File: config.mk
export PLATFORM = sky130hd
export DESIGN_NAME = gtc_timer
export DESIGN_NICKNAME = d
export VERILOG_FILES = /design/src/gtc_pkg.sv /design/src/gtc_pre_if.sv /design/src/gtc_edge.sv /design/src/gtc_prescaler.sv /design/src/gtc_timer.sv
export SDC_FILE = /design/constraint.sdc
export NUM_CORES = 1
export LEC_CHECK = 0
export ABC_AREA = 1
export BUFFER_PORTS_ARGS = -buffer_cell sky130_fd_sc_hd__buf_2
export CAP_MARGIN = 10
export CORE_ASPECT_RATIO = 0.9
export CORE_MARGIN = 1
export CORE_UTILIZATION = 56
export CTS_CLUSTER_DIAMETER = 120
export DETAILED_ROUTE_END_ITERATION = 7
export GPL_TIMING_DRIVEN = 0
export PLACE_DENSITY_LB_ADDON = 0.2
export SLEW_MARGIN = 20
export SYNTH_ARGS = -nofsm -noshare
export SYNTH_HDL_FRONTEND = slang
export SYNTH_SLANG_ARGS = --single-unit
File: constraint.sdc
create_clock -name i_clk -period 3.1 [get_ports i_clk]
set_input_delay 0.31 -clock i_clk [delete_from_list [all_inputs] [get_ports i_clk]]
set_output_delay 0.31 -clock i_clk [all_outputs]
set_load 0.1 [all_outputs]
File: src/gtc_pkg.sv
// Behaviour
// - 16-bit up counter read and written as two bytes; byte writes replace live count.
// - Source bit 0 counts instruction clock (clock/4); 1 counts external source.
// - External source is input pin, or with oscillator bit set the low-power oscillator, held low while i_lp_mode_ok is low.
// - Internal clock advances count once per prescaled instruction-clock period.
// - External counting increments on each rising edge of the input, after prescaling.
// - External clock counted synchronised or asynchronously, chosen by a control bit.
// - After enable, byte write or disable, a falling edge must precede counted rise.
// - Prescaler divides the selected clock by 1, 2, 4 or 8 via two-bit field.
// - Prescale counter is hidden and cleared by any count byte write.
// - Async bit set passes external clock to counter without synchronising.
// - Count rolls FFFF to 0000 and sets sticky overflow flag until cleared.
`default_nettype none
package gtc_pkg;
  typedef logic [15:0] gtc_count_type;
  // ===========================================================
  // Register map, byte addresses
  localparam logic [4:0] OFS_COUNT_LOW = 5'h00;
  localparam logic [4:0] OFS_COUNT_HIGH = 5'h04;
  localparam logic [4:0] OFS_CONTROL = 5'h08;
  localparam logic [4:0] OFS_STATUS = 5'h0C;
  localparam logic [4:0] OFS_MASK = 5'h10;
  // ===========================================================
  // Control, status and mask register fields
  localparam int BIT_ENABLE = 0;
  localparam int BIT_SOURCE = 1;
  localparam int BIT_ASYNC = 2;
  localparam int BIT_OSC_EN = 3;
  localparam int BIT_PRE_LO = 4;
  localparam int BIT_OVF = 0;
  localparam logic [5:0] CONTROL_RESET = 6'h00;
  localparam gtc_count_type COUNT_RESET = 16'h0000;
  localparam gtc_count_type COUNT_MAX = 16'hFFFF;
  // ===========================================================
  // Instruction clock is the system clock divided by four
  localparam int INSTR_DIV = 4;
  localparam logic [1:0] INSTR_LAST = 2'(INSTR_DIV - 1);

  function automatic logic [2:0] pre_last(input logic [1:0] sel);
    pre_last = 3'((4'h1 << sel) - 4'h1);
  endfunction
endpackage
`default_nettype wire

File: src/gtc_pre_if.sv
`timescale 1ns/100ps
`default_nettype none
interface gtc_pre_if;
  logic clear;
  logic [1:0] sel;
  logic tick_in;
  logic tick_out;
  modport ctl (output clear, output sel, output tick_in, input tick_out);
  modport core (input clear, input sel, input tick_in, output tick_out);
endinterface
`default_nettype wire

File: src/gtc_edge.sv
`timescale 1ns/100ps
`default_nettype none
module gtc_edge (
  input wire logic i_clk,
  input wire logic i_arst_n,
  input wire logic i_src,
  input wire logic i_async,
  output logic o_rise,
  output logic o_fall
);
  logic sync1_r;
  logic sync2_r;
  logic sync2_d_r;
  logic raw_d_r;
  wire logic sync_rise = sync2_r & ~sync2_d_r;
  wire logic sync_fall = ~sync2_r & sync2_d_r;
  wire logic raw_rise = i_src & ~raw_d_r;
  wire logic raw_fall = ~i_src & raw_d_r;

  always_ff @(posedge i_clk or negedge i_arst_n)
  begin
    if (!i_arst_n)
    begin
      sync1_r <= 1'b0;
      sync2_r <= 1'b0;
      sync2_d_r <= 1'b0;
      raw_d_r <= 1'b0;
    end
    else
    begin
      sync1_r <= i_src;
      sync2_r <= sync1_r;
      sync2_d_r <= sync2_r;
      raw_d_r <= i_src;
    end
  end

  assign o_rise = i_async ? raw_rise : sync_rise;
  assign o_fall = i_async ? raw_fall : sync_fall;
endmodule // gtc_edge
`default_nettype wire

File: src/gtc_prescaler.sv
`timescale 1ns/100ps
`default_nettype none
module gtc_prescaler (
  input wire logic i_clk,
  input wire logic i_arst_n,
  gtc_pre_if.core pre
);
  logic [2:0] cnt_r;
  logic [2:0] cnt_nxt;
  wire logic [2:0] last = gtc_pkg::pre_last(pre.sel);
  // Spelled out again for the checks, not taken from the function
  wire logic [2:0] ratio_last = (pre.sel == 2'b00) ? 3'h0 : (pre.sel == 2'b01) ? 3'h1 :
                                (pre.sel == 2'b10) ? 3'h3 : 3'h7;

  assign pre.tick_out = pre.tick_in & ~pre.clear & (cnt_r >= last);
  assign cnt_nxt = pre.clear ? 3'h0 : pre.tick_out ? 3'h0 : pre.tick_in ? cnt_r + 3'h1 : cnt_r;

  always_ff @(posedge i_clk or negedge i_arst_n)
  begin
    if (!i_arst_n)
      cnt_r <= 3'h0;
    else
      cnt_r <= cnt_nxt;
  end
endmodule // gtc_prescaler
`default_nettype wire

File: src/gtc_timer.sv
// The register addresses and the Avalon-MM interface to the registers were decided locally.
`timescale 1ns/100ps
`default_nettype none
module gtc_timer (
  input wire logic i_clk,
  input wire logic i_arst_n,
  input wire logic [4:0] i_avs_address,
  input wire logic i_avs_read,
  input wire logic i_avs_write,
  input wire logic [31:0] i_avs_writedata,
  input wire logic [3:0] i_avs_byteenable,
  output logic [31:0] o_avs_readdata,
  output logic o_avs_waitrequest,
  input wire logic i_external_count_input,
  input wire logic i_low_power_oscillator,
  input wire logic i_lp_mode_ok,
  output logic o_irq
);
  // ===========================================================
  // State
  gtc_pkg::gtc_count_type count_r;
  gtc_pkg::gtc_count_type count_nxt;
  logic [5:0] control_r;
  logic [5:0] control_nxt;
  logic status_r;
  logic status_nxt;
  logic mask_r;
  logic mask_nxt;
  logic armed_r;
  logic armed_nxt;
  logic [1:0] instr_r;
  logic wait_r;
  logic [31:0] rdata_r;
  logic irq_r;

  // ===========================================================
  // Bus decode
  // One wait cycle: request seen, then taken on the next edge.
  wire logic req = i_avs_read | i_avs_write;
  wire logic take = req & ~wait_r;
  wire logic wr_take = i_avs_write & take & i_avs_byteenable[0];
  wire logic rd_take = i_avs_read & take;
  wire logic hit_low = i_avs_address == gtc_pkg::OFS_COUNT_LOW;
  wire logic hit_high = i_avs_address == gtc_pkg::OFS_COUNT_HIGH;
  wire logic hit_ctl = i_avs_address == gtc_pkg::OFS_CONTROL;
  wire logic hit_stat = i_avs_address == gtc_pkg::OFS_STATUS;
  wire logic hit_mask = i_avs_address == gtc_pkg::OFS_MASK;
  wire logic wr_low = wr_take & hit_low;
  wire logic wr_high = wr_take & hit_high;
  wire logic cnt_wr = wr_low | wr_high;
  logic [31:0] rd_mux;

  assign rd_mux = hit_low ? {24'h000000, count_r[7:0]} :
                  hit_high ? {24'h000000, count_r[15:8]} :
                  hit_ctl ? {26'h0, control_r} :
                  hit_stat ? {31'h0, status_r} :
                  hit_mask ? {31'h0, mask_r} : 32'h00000000;

  // ===========================================================
  // Control fields
  wire logic en = control_r[gtc_pkg::BIT_ENABLE];
  wire logic ext_sel = control_r[gtc_pkg::BIT_SOURCE];
  wire logic async_sel = control_r[gtc_pkg::BIT_ASYNC];
  wire logic osc_sel = control_r[gtc_pkg::BIT_OSC_EN];
  wire logic [1:0] div_sel = control_r[gtc_pkg::BIT_PRE_LO +: 2];

  // ===========================================================
  // Clock source
  // pin or oscillator
  wire logic ext_src = osc_sel ? (i_low_power_oscillator & i_lp_mode_ok)
                               : i_external_count_input;
  logic ext_rise;
  logic ext_fall;

  gtc_edge u_edge (
    .i_clk(i_clk),
    .i_arst_n(i_arst_n),
    .i_src(ext_src),
    .i_async(async_sel),
    .o_rise(ext_rise),
    .o_fall(ext_fall)
  );

  wire logic instr_tick = instr_r == gtc_pkg::INSTR_LAST;
  // rising edge only after a falling edge
  wire logic ext_tick = ext_rise & armed_r;
  wire logic src_tick = ext_sel ? ext_tick : instr_tick;

  gtc_pre_if pre ();
  assign pre.clear = cnt_wr;
  assign pre.sel = div_sel;
  assign pre.tick_in = src_tick & en;

  gtc_prescaler u_pre (
    .i_clk(i_clk),
    .i_arst_n(i_arst_n),
    .pre(pre.core)
  );

  wire logic inc = pre.tick_out & ~cnt_wr;
  wire logic ovf = inc & (count_r == gtc_pkg::COUNT_MAX);

  // ===========================================================
  // Next state
  always_comb
  begin
    count_nxt = count_r;
    // byte writes replace the live count
    if (wr_low)
      count_nxt[7:0] = i_avs_writedata[7:0];
    else if (wr_high)
      count_nxt[15:8] = i_avs_writedata[7:0];
    else if (inc)
      count_nxt = count_r + 16'h0001;
  end

  assign control_nxt = (wr_take & hit_ctl) ? i_avs_writedata[5:0] : control_r;
  assign mask_nxt = (wr_take & hit_mask) ? i_avs_writedata[gtc_pkg::BIT_OVF] : mask_r;
  // sticky, read clears only what was seen; new event wins
  assign status_nxt = ovf | (status_r & ~(rd_take & hit_stat & rdata_r[gtc_pkg::BIT_OVF]));

  // disarm on disable or count write, arm on falling edge
  assign armed_nxt = (~en | cnt_wr) ? 1'b0 : (ext_fall ? 1'b1 : armed_r);

  always_ff @(posedge i_clk or negedge i_arst_n)
  begin
    if (!i_arst_n)
    begin
      count_r <= gtc_pkg::COUNT_RESET;
      control_r <= gtc_pkg::CONTROL_RESET;
      status_r <= 1'b0;
      mask_r <= 1'b0;
      armed_r <= 1'b0;
      instr_r <= 2'h0;
    end
    else
    begin
      count_r <= count_nxt;
      control_r <= control_nxt;
      status_r <= status_nxt;
      mask_r <= mask_nxt;
      armed_r <= armed_nxt;
      instr_r <= instr_r + 2'h1;
    end
  end

  // ===========================================================
  // Bus answer and interrupt
  always_ff @(posedge i_clk or negedge i_arst_n)
  begin
    if (!i_arst_n)
    begin
      wait_r <= 1'b1;
      rdata_r <= 32'h00000000;
      irq_r <= 1'b0;
    end
    else
    begin
      wait_r <= ~(req & wait_r);
      rdata_r <= (req & wait_r) ? rd_mux : rdata_r;
      irq_r <= status_nxt & mask_nxt;
    end
  end

  assign o_avs_waitrequest = wait_r;
  assign o_avs_readdata = rdata_r;
  assign o_irq = irq_r;
endmodule // gtc_timer
`default_nettype wire

=== After elaboration in Yosys (flattened, before gate mapping) ===
Cells that the tools add are included.

* Add/sub/neg operators: 4
* $lt $le $gt $ge: 1
* Equality and inequality tests: 7
* Shift operators: 1
* Multiplexer cells: 19
* Bitwise operators: 38
* Reductions and logical operators: 7

{| class="wikitable"
|+ Operators by type and width
! cell !! count
|-
| two-way mux 8 bit || 5
|-
| AND 1 bit || 24
|-
| adder 16 x 1 -> 16 bit, second input constant || 1
|-
| == test 16 bit, second input constant || 1
|-
| two-way mux 16 bit || 1
|-
| == test 5 x 4 -> 1 bit, second input constant || 2
|-
| NOT 1 bit || 10
|-
| two-way mux 1 bit || 9
|-
| two-way mux 3 bit || 3
|-
| two-way mux 6 bit || 1
|-
| nonzero test 2 bit || 3
|-
| == test 5 x 3 -> 1 bit, second input constant || 1
|-
| == test 5 bit, second input constant || 1
|-
| logical NOT 5 bit || 1
|-
| bitwise OR 1 bit || 4
|-
| AND reduction 2 bit || 2
|-
| adder 3 x 1 -> 3 bit, second input constant || 1
|-
| >= comparator 3 bit || 1
|-
| nonzero test 3 bit || 1
|-
| << shifter 1 x 2 -> 3 bit, first input constant || 1
|-
| subtractor 3 x 1 -> 3 bit, second input constant || 1
|-
| adder 2 x 1 -> 2 bit, second input constant || 1
|-
| == test 2 bit, second input constant || 1
|-
| inequality test 2 bit, second input constant || 1
|}

* Flip-flop bits (word level): 67
* Input port bits: 48
* Output and inout bits: 34
* Word-level logic and storage cells: 91

=== Longest topological paths before layout ===
* Word-level depth: 13
* Depth in mapped cells: 10

=== By module ===
Synthesis repeated with hierarchy kept, for this count alone.

* Cell total of the unflattened synthesis: 408
* Area, all modules: 2836.5 sq um

{| class="wikitable"
|+ By module, submodules not included
! module !! instances !! cells an instance !! area each (sq um) !! seq. area each (sq um)
|-
| gtc_timer || 1 || 355 || 2462.4 || 927.1
|-
| gtc_prescaler || 1 || 39 || 254.0 || 75.1
|-
| gtc_edge || 1 || 14 || 120.1 || 75.1
|}

=== Worst setup path after synthesis ===
Ideal clock, no wire load.

* Path type: register to register
* Start: reg wait_r, in the netlist o_avs_waitrequest
* End: reg count_r[6]
* Library setup time: 0.116 ns
* Data arrival time: 1.840 ns
* Data required time: 2.984 ns
* Slack: 1.144 ns
* Stages on the path, launching flop included: 11
* Buffers on the path: 2
* Period minus slack after synthesis: 1.956 ns
* Cells stage by stage: dfstp_2 inv_2 and3_1 buf_6 nand2_4 nand2_4 nor2_4 nand3_4 buf_6 nand3_2 nand2_1

* Word-level cells in the longest chain between the ends: 12
* Elaborated cells on any way between the ends: 15
* Those cells by class: eq/ne (1); mux (1); bitwise (11); reduce/logical (2)

{| class="wikitable"
|+ Ends and longest elaborated chain
! what !! line !! RTL
|-
| start, declared || gtc_timer.sv:32 || <nowiki>logic wait_r;</nowiki>
|-
| start signal, assigned || gtc_timer.sv:159 || <nowiki>wait_r <= ~(req & wait_r);</nowiki>
|-
| NOT 1 bit (*) || gtc_timer.sv:40 || <nowiki>wire logic take = req & ~wait_r;</nowiki>
|-
| AND 1 bit (*) || gtc_timer.sv:40 ||
|-
| AND 1 bit (*) (2 in a row) || gtc_timer.sv:41 || <nowiki>wire logic wr_take = i_avs_write & take & i_avs_byteenable[0];</nowiki>
|-
| AND 1 bit (on tied branches) || gtc_timer.sv:48, gtc_timer.sv:49 ||
|-
| bitwise OR 1 bit || gtc_timer.sv:50 || <nowiki>wire logic cnt_wr = wr_low | wr_high;</nowiki>
|-
| NOT 1 bit || gtc_prescaler.sv:15, gtc_timer.sv:100 ||
|-
| AND 1 bit (2 in a row) || gtc_prescaler.sv:15 || <nowiki>assign pre.tick_out = pre.tick_in & ~pre.clear & (cnt_r >= last);</nowiki>
|-
| AND 1 bit || gtc_timer.sv:100 || <nowiki>wire logic inc = pre.tick_out & ~cnt_wr;</nowiki>
|-
| nonzero test 2 bit (no line) || - ||
|-
| AND reduction 2 bit (no line) || - ||
|-
| end signal, assigned || gtc_timer.sv:129 || <nowiki>count_r <= gtc_pkg::COUNT_RESET;</nowiki>
|-
| end signal, assigned || gtc_timer.sv:138 || <nowiki>count_r <= count_nxt;</nowiki>
|-
| end, declared || gtc_timer.sv:21 || <nowiki>gtc_pkg::gtc_count_type count_r;</nowiki>
|}

Every way passes the cells marked *; elsewhere a longest branch is shown, timed or not.
A chain may end at the register's enable or synchronous reset.

=== Worst setup path after layout ===
* Start: reg control_r[4]
* End: reg count_r[7]

* Word-level cells in the longest chain between the ends: 7

{| class="wikitable"
|+ Ends and longest elaborated chain
! what !! line !! RTL
|-
| start, declared || gtc_timer.sv:23 || <nowiki>logic [5:0] control_r;</nowiki>
|-
| start signal, assigned || gtc_timer.sv:130 || <nowiki>control_r <= gtc_pkg::CONTROL_RESET;</nowiki>
|-
| start signal, assigned || gtc_timer.sv:139 || <nowiki>control_r <= control_nxt;</nowiki>
|-
| << shifter 1 x 2 -> 3 bit || gtc_pkg.sv:40 || <nowiki>pre_last = 3'((4'h1 << sel) - 4'h1);</nowiki>
|-
| subtractor 3 x 1 -> 3 bit || gtc_pkg.sv:40 ||
|-
| >= comparator 3 bit || gtc_prescaler.sv:15 ||
|-
| AND 1 bit || gtc_prescaler.sv:15 ||
|-
| AND 1 bit || gtc_timer.sv:100 ||
|-
| nonzero test 2 bit (no line) || - ||
|-
| AND reduction 2 bit (no line) || - ||
|}

No other way between the ends.

==> metrics.md <==
| Metric | Value |
|---|---|
| Max frequency | about 480 MHz |
| Max Clock Skew | approximately 4.8 ps |
| Num ports | 82 |
| Antenna diodes | 0 |
| Worst path most repeated cell | nand2_1 |
| Count of TritonRoute iterations in the first routing pass | 4 |
| Area occupied by multi-input gates | 0.001464 sq mm |
| Final setup TNS | 0 ps |
| Seq/Total Area, Yosys | 37.76% |
| Core area | roughly 0.0049 sq mm |
| Nets | 503 |
| Pwr Total | 1.434 mW |
| Pwr/cell area | 438.1 mW/mm^2 |
| Post-route ant nets | 0 |
| Final HPWL DP | 4972 microns |
| Cell family with most CP delay | simple AND/OR/NAND/NOR gates |
| Synthesized area | 0.002853 sq mm |
| Unique masters post-synth | 35 |
| Number of remaining DRC errors | 0 |
| Drt wl/cell | 12.36 microns |
| MaxCap Viol Count | 0 |
| CTS root buf | clkbuf_8 |
| Slowest stage delay, CP | 440 ps |
| VDD IR-drop max | 0.2711 mV |
| Pins Over Slew Limit | 0 |
| Most frequent cells in the layout | nand2_1 (124), dfrtp_1 (42), inv_1 (41) |
| Worst-path clk slew | around 80 ps |
| WP data arrival | 2290 ps |
| Status | completed |
| Hold_ws | between 150 and 200 ps |
| Area contributors post-synth | dfrtp_1 (37%), nand2_1 (16%), buf_4 (6.3%), nand3_1 (5.8%), inv_1 (5.4%) |
| Most common cell after layout, fill and taps aside | nand2_1 |
| Max Fanout on Critical Path | 10 |
| IO Port Bufs | 30 |
| Global-route usage over all layers | 25.92% |
| Cell taking the most area after synthesis | dfrtp_1 |
| CP Data Required Time | 3290 ps |
| Worst-margin pin slew | 927.3 ps |
| Iter 0 DRT Violations | 221 |
| RSZ-0062 raised after global routing | no |
| Syn Inst Count | a little under 400 |
| FF+latch area | 0.001077 sq mm |
| Leakage power total | around 1.8 nW |
| Die area | 0.005384 sq mm |
| Hold crit path type | input pin to asynchronous set/reset pin |
| Grt ovf | 0 |
| WP buf/inv | 2 |
| Headroom to the max-slew limit | 38.18% |
| RePlAce Congestion | 0.9912 |
| Number of fill cells | 429 |
| Clk sinks | 43 |
| Share of the synthesized area in the top cell type | 36.84% |
| Final Hold Fails | 0 |
| Die Span Y | 69.71 microns |
| Final setup viols | 0 |
| Seq cells post-synth | 43 |
| Setup crit end kind | flip-flop |
| Largest net degree at the start of global routing | 44 |
| Final worst slack | 999.8 ps |
| DRT Wirelength | roughly 6400 microns |
| CTS Buffer Depth | 2 |
| Layout area overhead | 14.78% |
| Wire length of the first global-routing pass | 10,960 microns |
| CTS HTree Levels | 2 |
| Crit path kind | flip-flop to flip-flop |
| Critical Path Slowest Stage Cell | dfrtp_1 |
| Vias in the first global route | approximately 2,300 |
| Post-CTS Setup Repair Bufs | 0 |
| Die width | 77.24 microns |
| Num rows | 24 |
| Starting density of the core | 58.64% |
| Post-Place Setup Slack | 1033 ps |
| Share of post-route cells with drive strength above 1 | ~22% |
| Synthesized area per cell | 7.334 sq um |
| Clk_lat worst skew | 290 ps |
| Synth Warn # | 0 |
| Initial antenna violation count | 0 |
| CP Cell Sequence | or2_2 -> ha_1 -> inv_1 -> nand2_1 -> a21oi_1 -> o21bai_1 -> nand3_4 -> buf_6 -> nand3_2 -> nand2_1 |
| Vias/cell | 4.940 |
| Cts bufs inserted | 5 |
| Crit path time final | 2100 ps |
| Via count | ~2,500 |
| Cts hold-fix bufs | 0 |
| Period utilization | between 60 and 70% |
| Resized cells post-CTS | 0 |
| CTS tree | built |
| Type of origin of the critical path | flip-flop |
[cell type report]
class                           instances  share of cell area, %
Buffer                                 33                  7.107
Clock buffer                            7                  2.942
Clock inverter                          1                 0.2293
Inverter                               44                  5.044
Multi-Input combinational cell        292                  44.71
Sequential cell                        43                  32.90
Tap cell                               65                  2.484
Timing Repair Buffer                   30                  4.585
[stage by stage]
step                instance area (sq um)  instances  utilization (%)
floorplan                            2939        412                -
global placement                     3171        507            65.17
detailed placement                   3171        507            65.17
CTS                                  3274        515            67.31
global route                         3274        515            67.31
finish                               3274        515            67.31
[sequential cells by signal, indices dropped and copies added (netlist names)]
| name | cells |
|---|---|
| instr_r | 2 |
| u_pre.cnt_r | 3 |
| o_avs_waitrequest | 1 |
| u_edge.sync2_d_r | 1 |
| u_edge.sync2_r | 1 |
| count_r | 16 |
| u_edge.sync1_r | 1 |
| control_r | 6 |
| o_avs_readdata | 8 |
| armed_r | 1 |
| status_r | 1 |
| o_irq | 1 |
| mask_r | 1 |
[path summary, 6_finish.rpt]
check,cells after the start,slack (ps),endpoint,start
worst max-delay path,10,1000,count_r[7]$_DFFE_PN0P_,control_r[4]$_DFFE_PN0P_
worst min-delay path,1,150,count_r[14]$_DFFE_PN0P_,i_arst_n
worst max register to register,10,1000,count_r[7]$_DFFE_PN0P_,control_r[4]$_DFFE_PN0P_
worst min register to register,0,420,u_edge.sync2_d_r$_DFF_PN0_,u_edge.sync2_r$_DFF_PN0_
max in group asynchronous,1,2370,count_r[4]$_DFFE_PN0P_,i_arst_n
min in group i_clk,3,320,control_r[4]$_DFFE_PN0P_,i_avs_writedata[4]
[power by group]
group          internal, mW  leakage, nW  switching [mW]  total, mW
logic                0.0852         1.16           0.329      0.414
registers             0.597        0.570          0.0312      0.628
clock network         0.203       0.0505           0.190      0.392
total                 0.885         1.78           0.550       1.43
[cell usage after synthesis, drive strengths merged]
library cell,instances
nor3,8
o22a,1
ha,6
buf,29
a31oi,2
inv,44
nand4,4
conb,1
clkbuf,4
a21oi,12
o211ai,1
and3,1
nor2,21
or2,4
dfstp,1
o21ai,27
dfrtp,42
o21bai,1
xor2,4
nand2,130
xnor2,1
a311oi,1
nand3,44
[kinds of logic after synthesis]
logic type	after synthesis	share of synthesized area, %
compound gates	45	8.421
xor+xnor	5	1.535
fa+ha+maj	6	2.632
buf+inv	77	13.95
flops	43	37.76
other cells	1	0.1315
simple gates	212	35.57
[worst register-to-register path: stages (launching register included)]
cell and delay [ps]:
dfrtp_1 440, or2_2 300, ha_1 280, inv_1 30, nand2_1 50, a21oi_1 60, o21bai_1 310, nand3_4 200
buf_6 210, nand3_2 70, nand2_1 60
[layer usage]
layer | vias to the layer above | wire [microns] | GRT usage (%)
met5 | - | 0 | 0
met4 | 0 | 101 | 5.660
met3 | 13 | 580 | 6.053
met2 | 109 | 2755 | 39.33
met1 | 1112 | 2928 | 37.68
li1 | 1310 | - | -
Power figures use the tool's default switching activity.
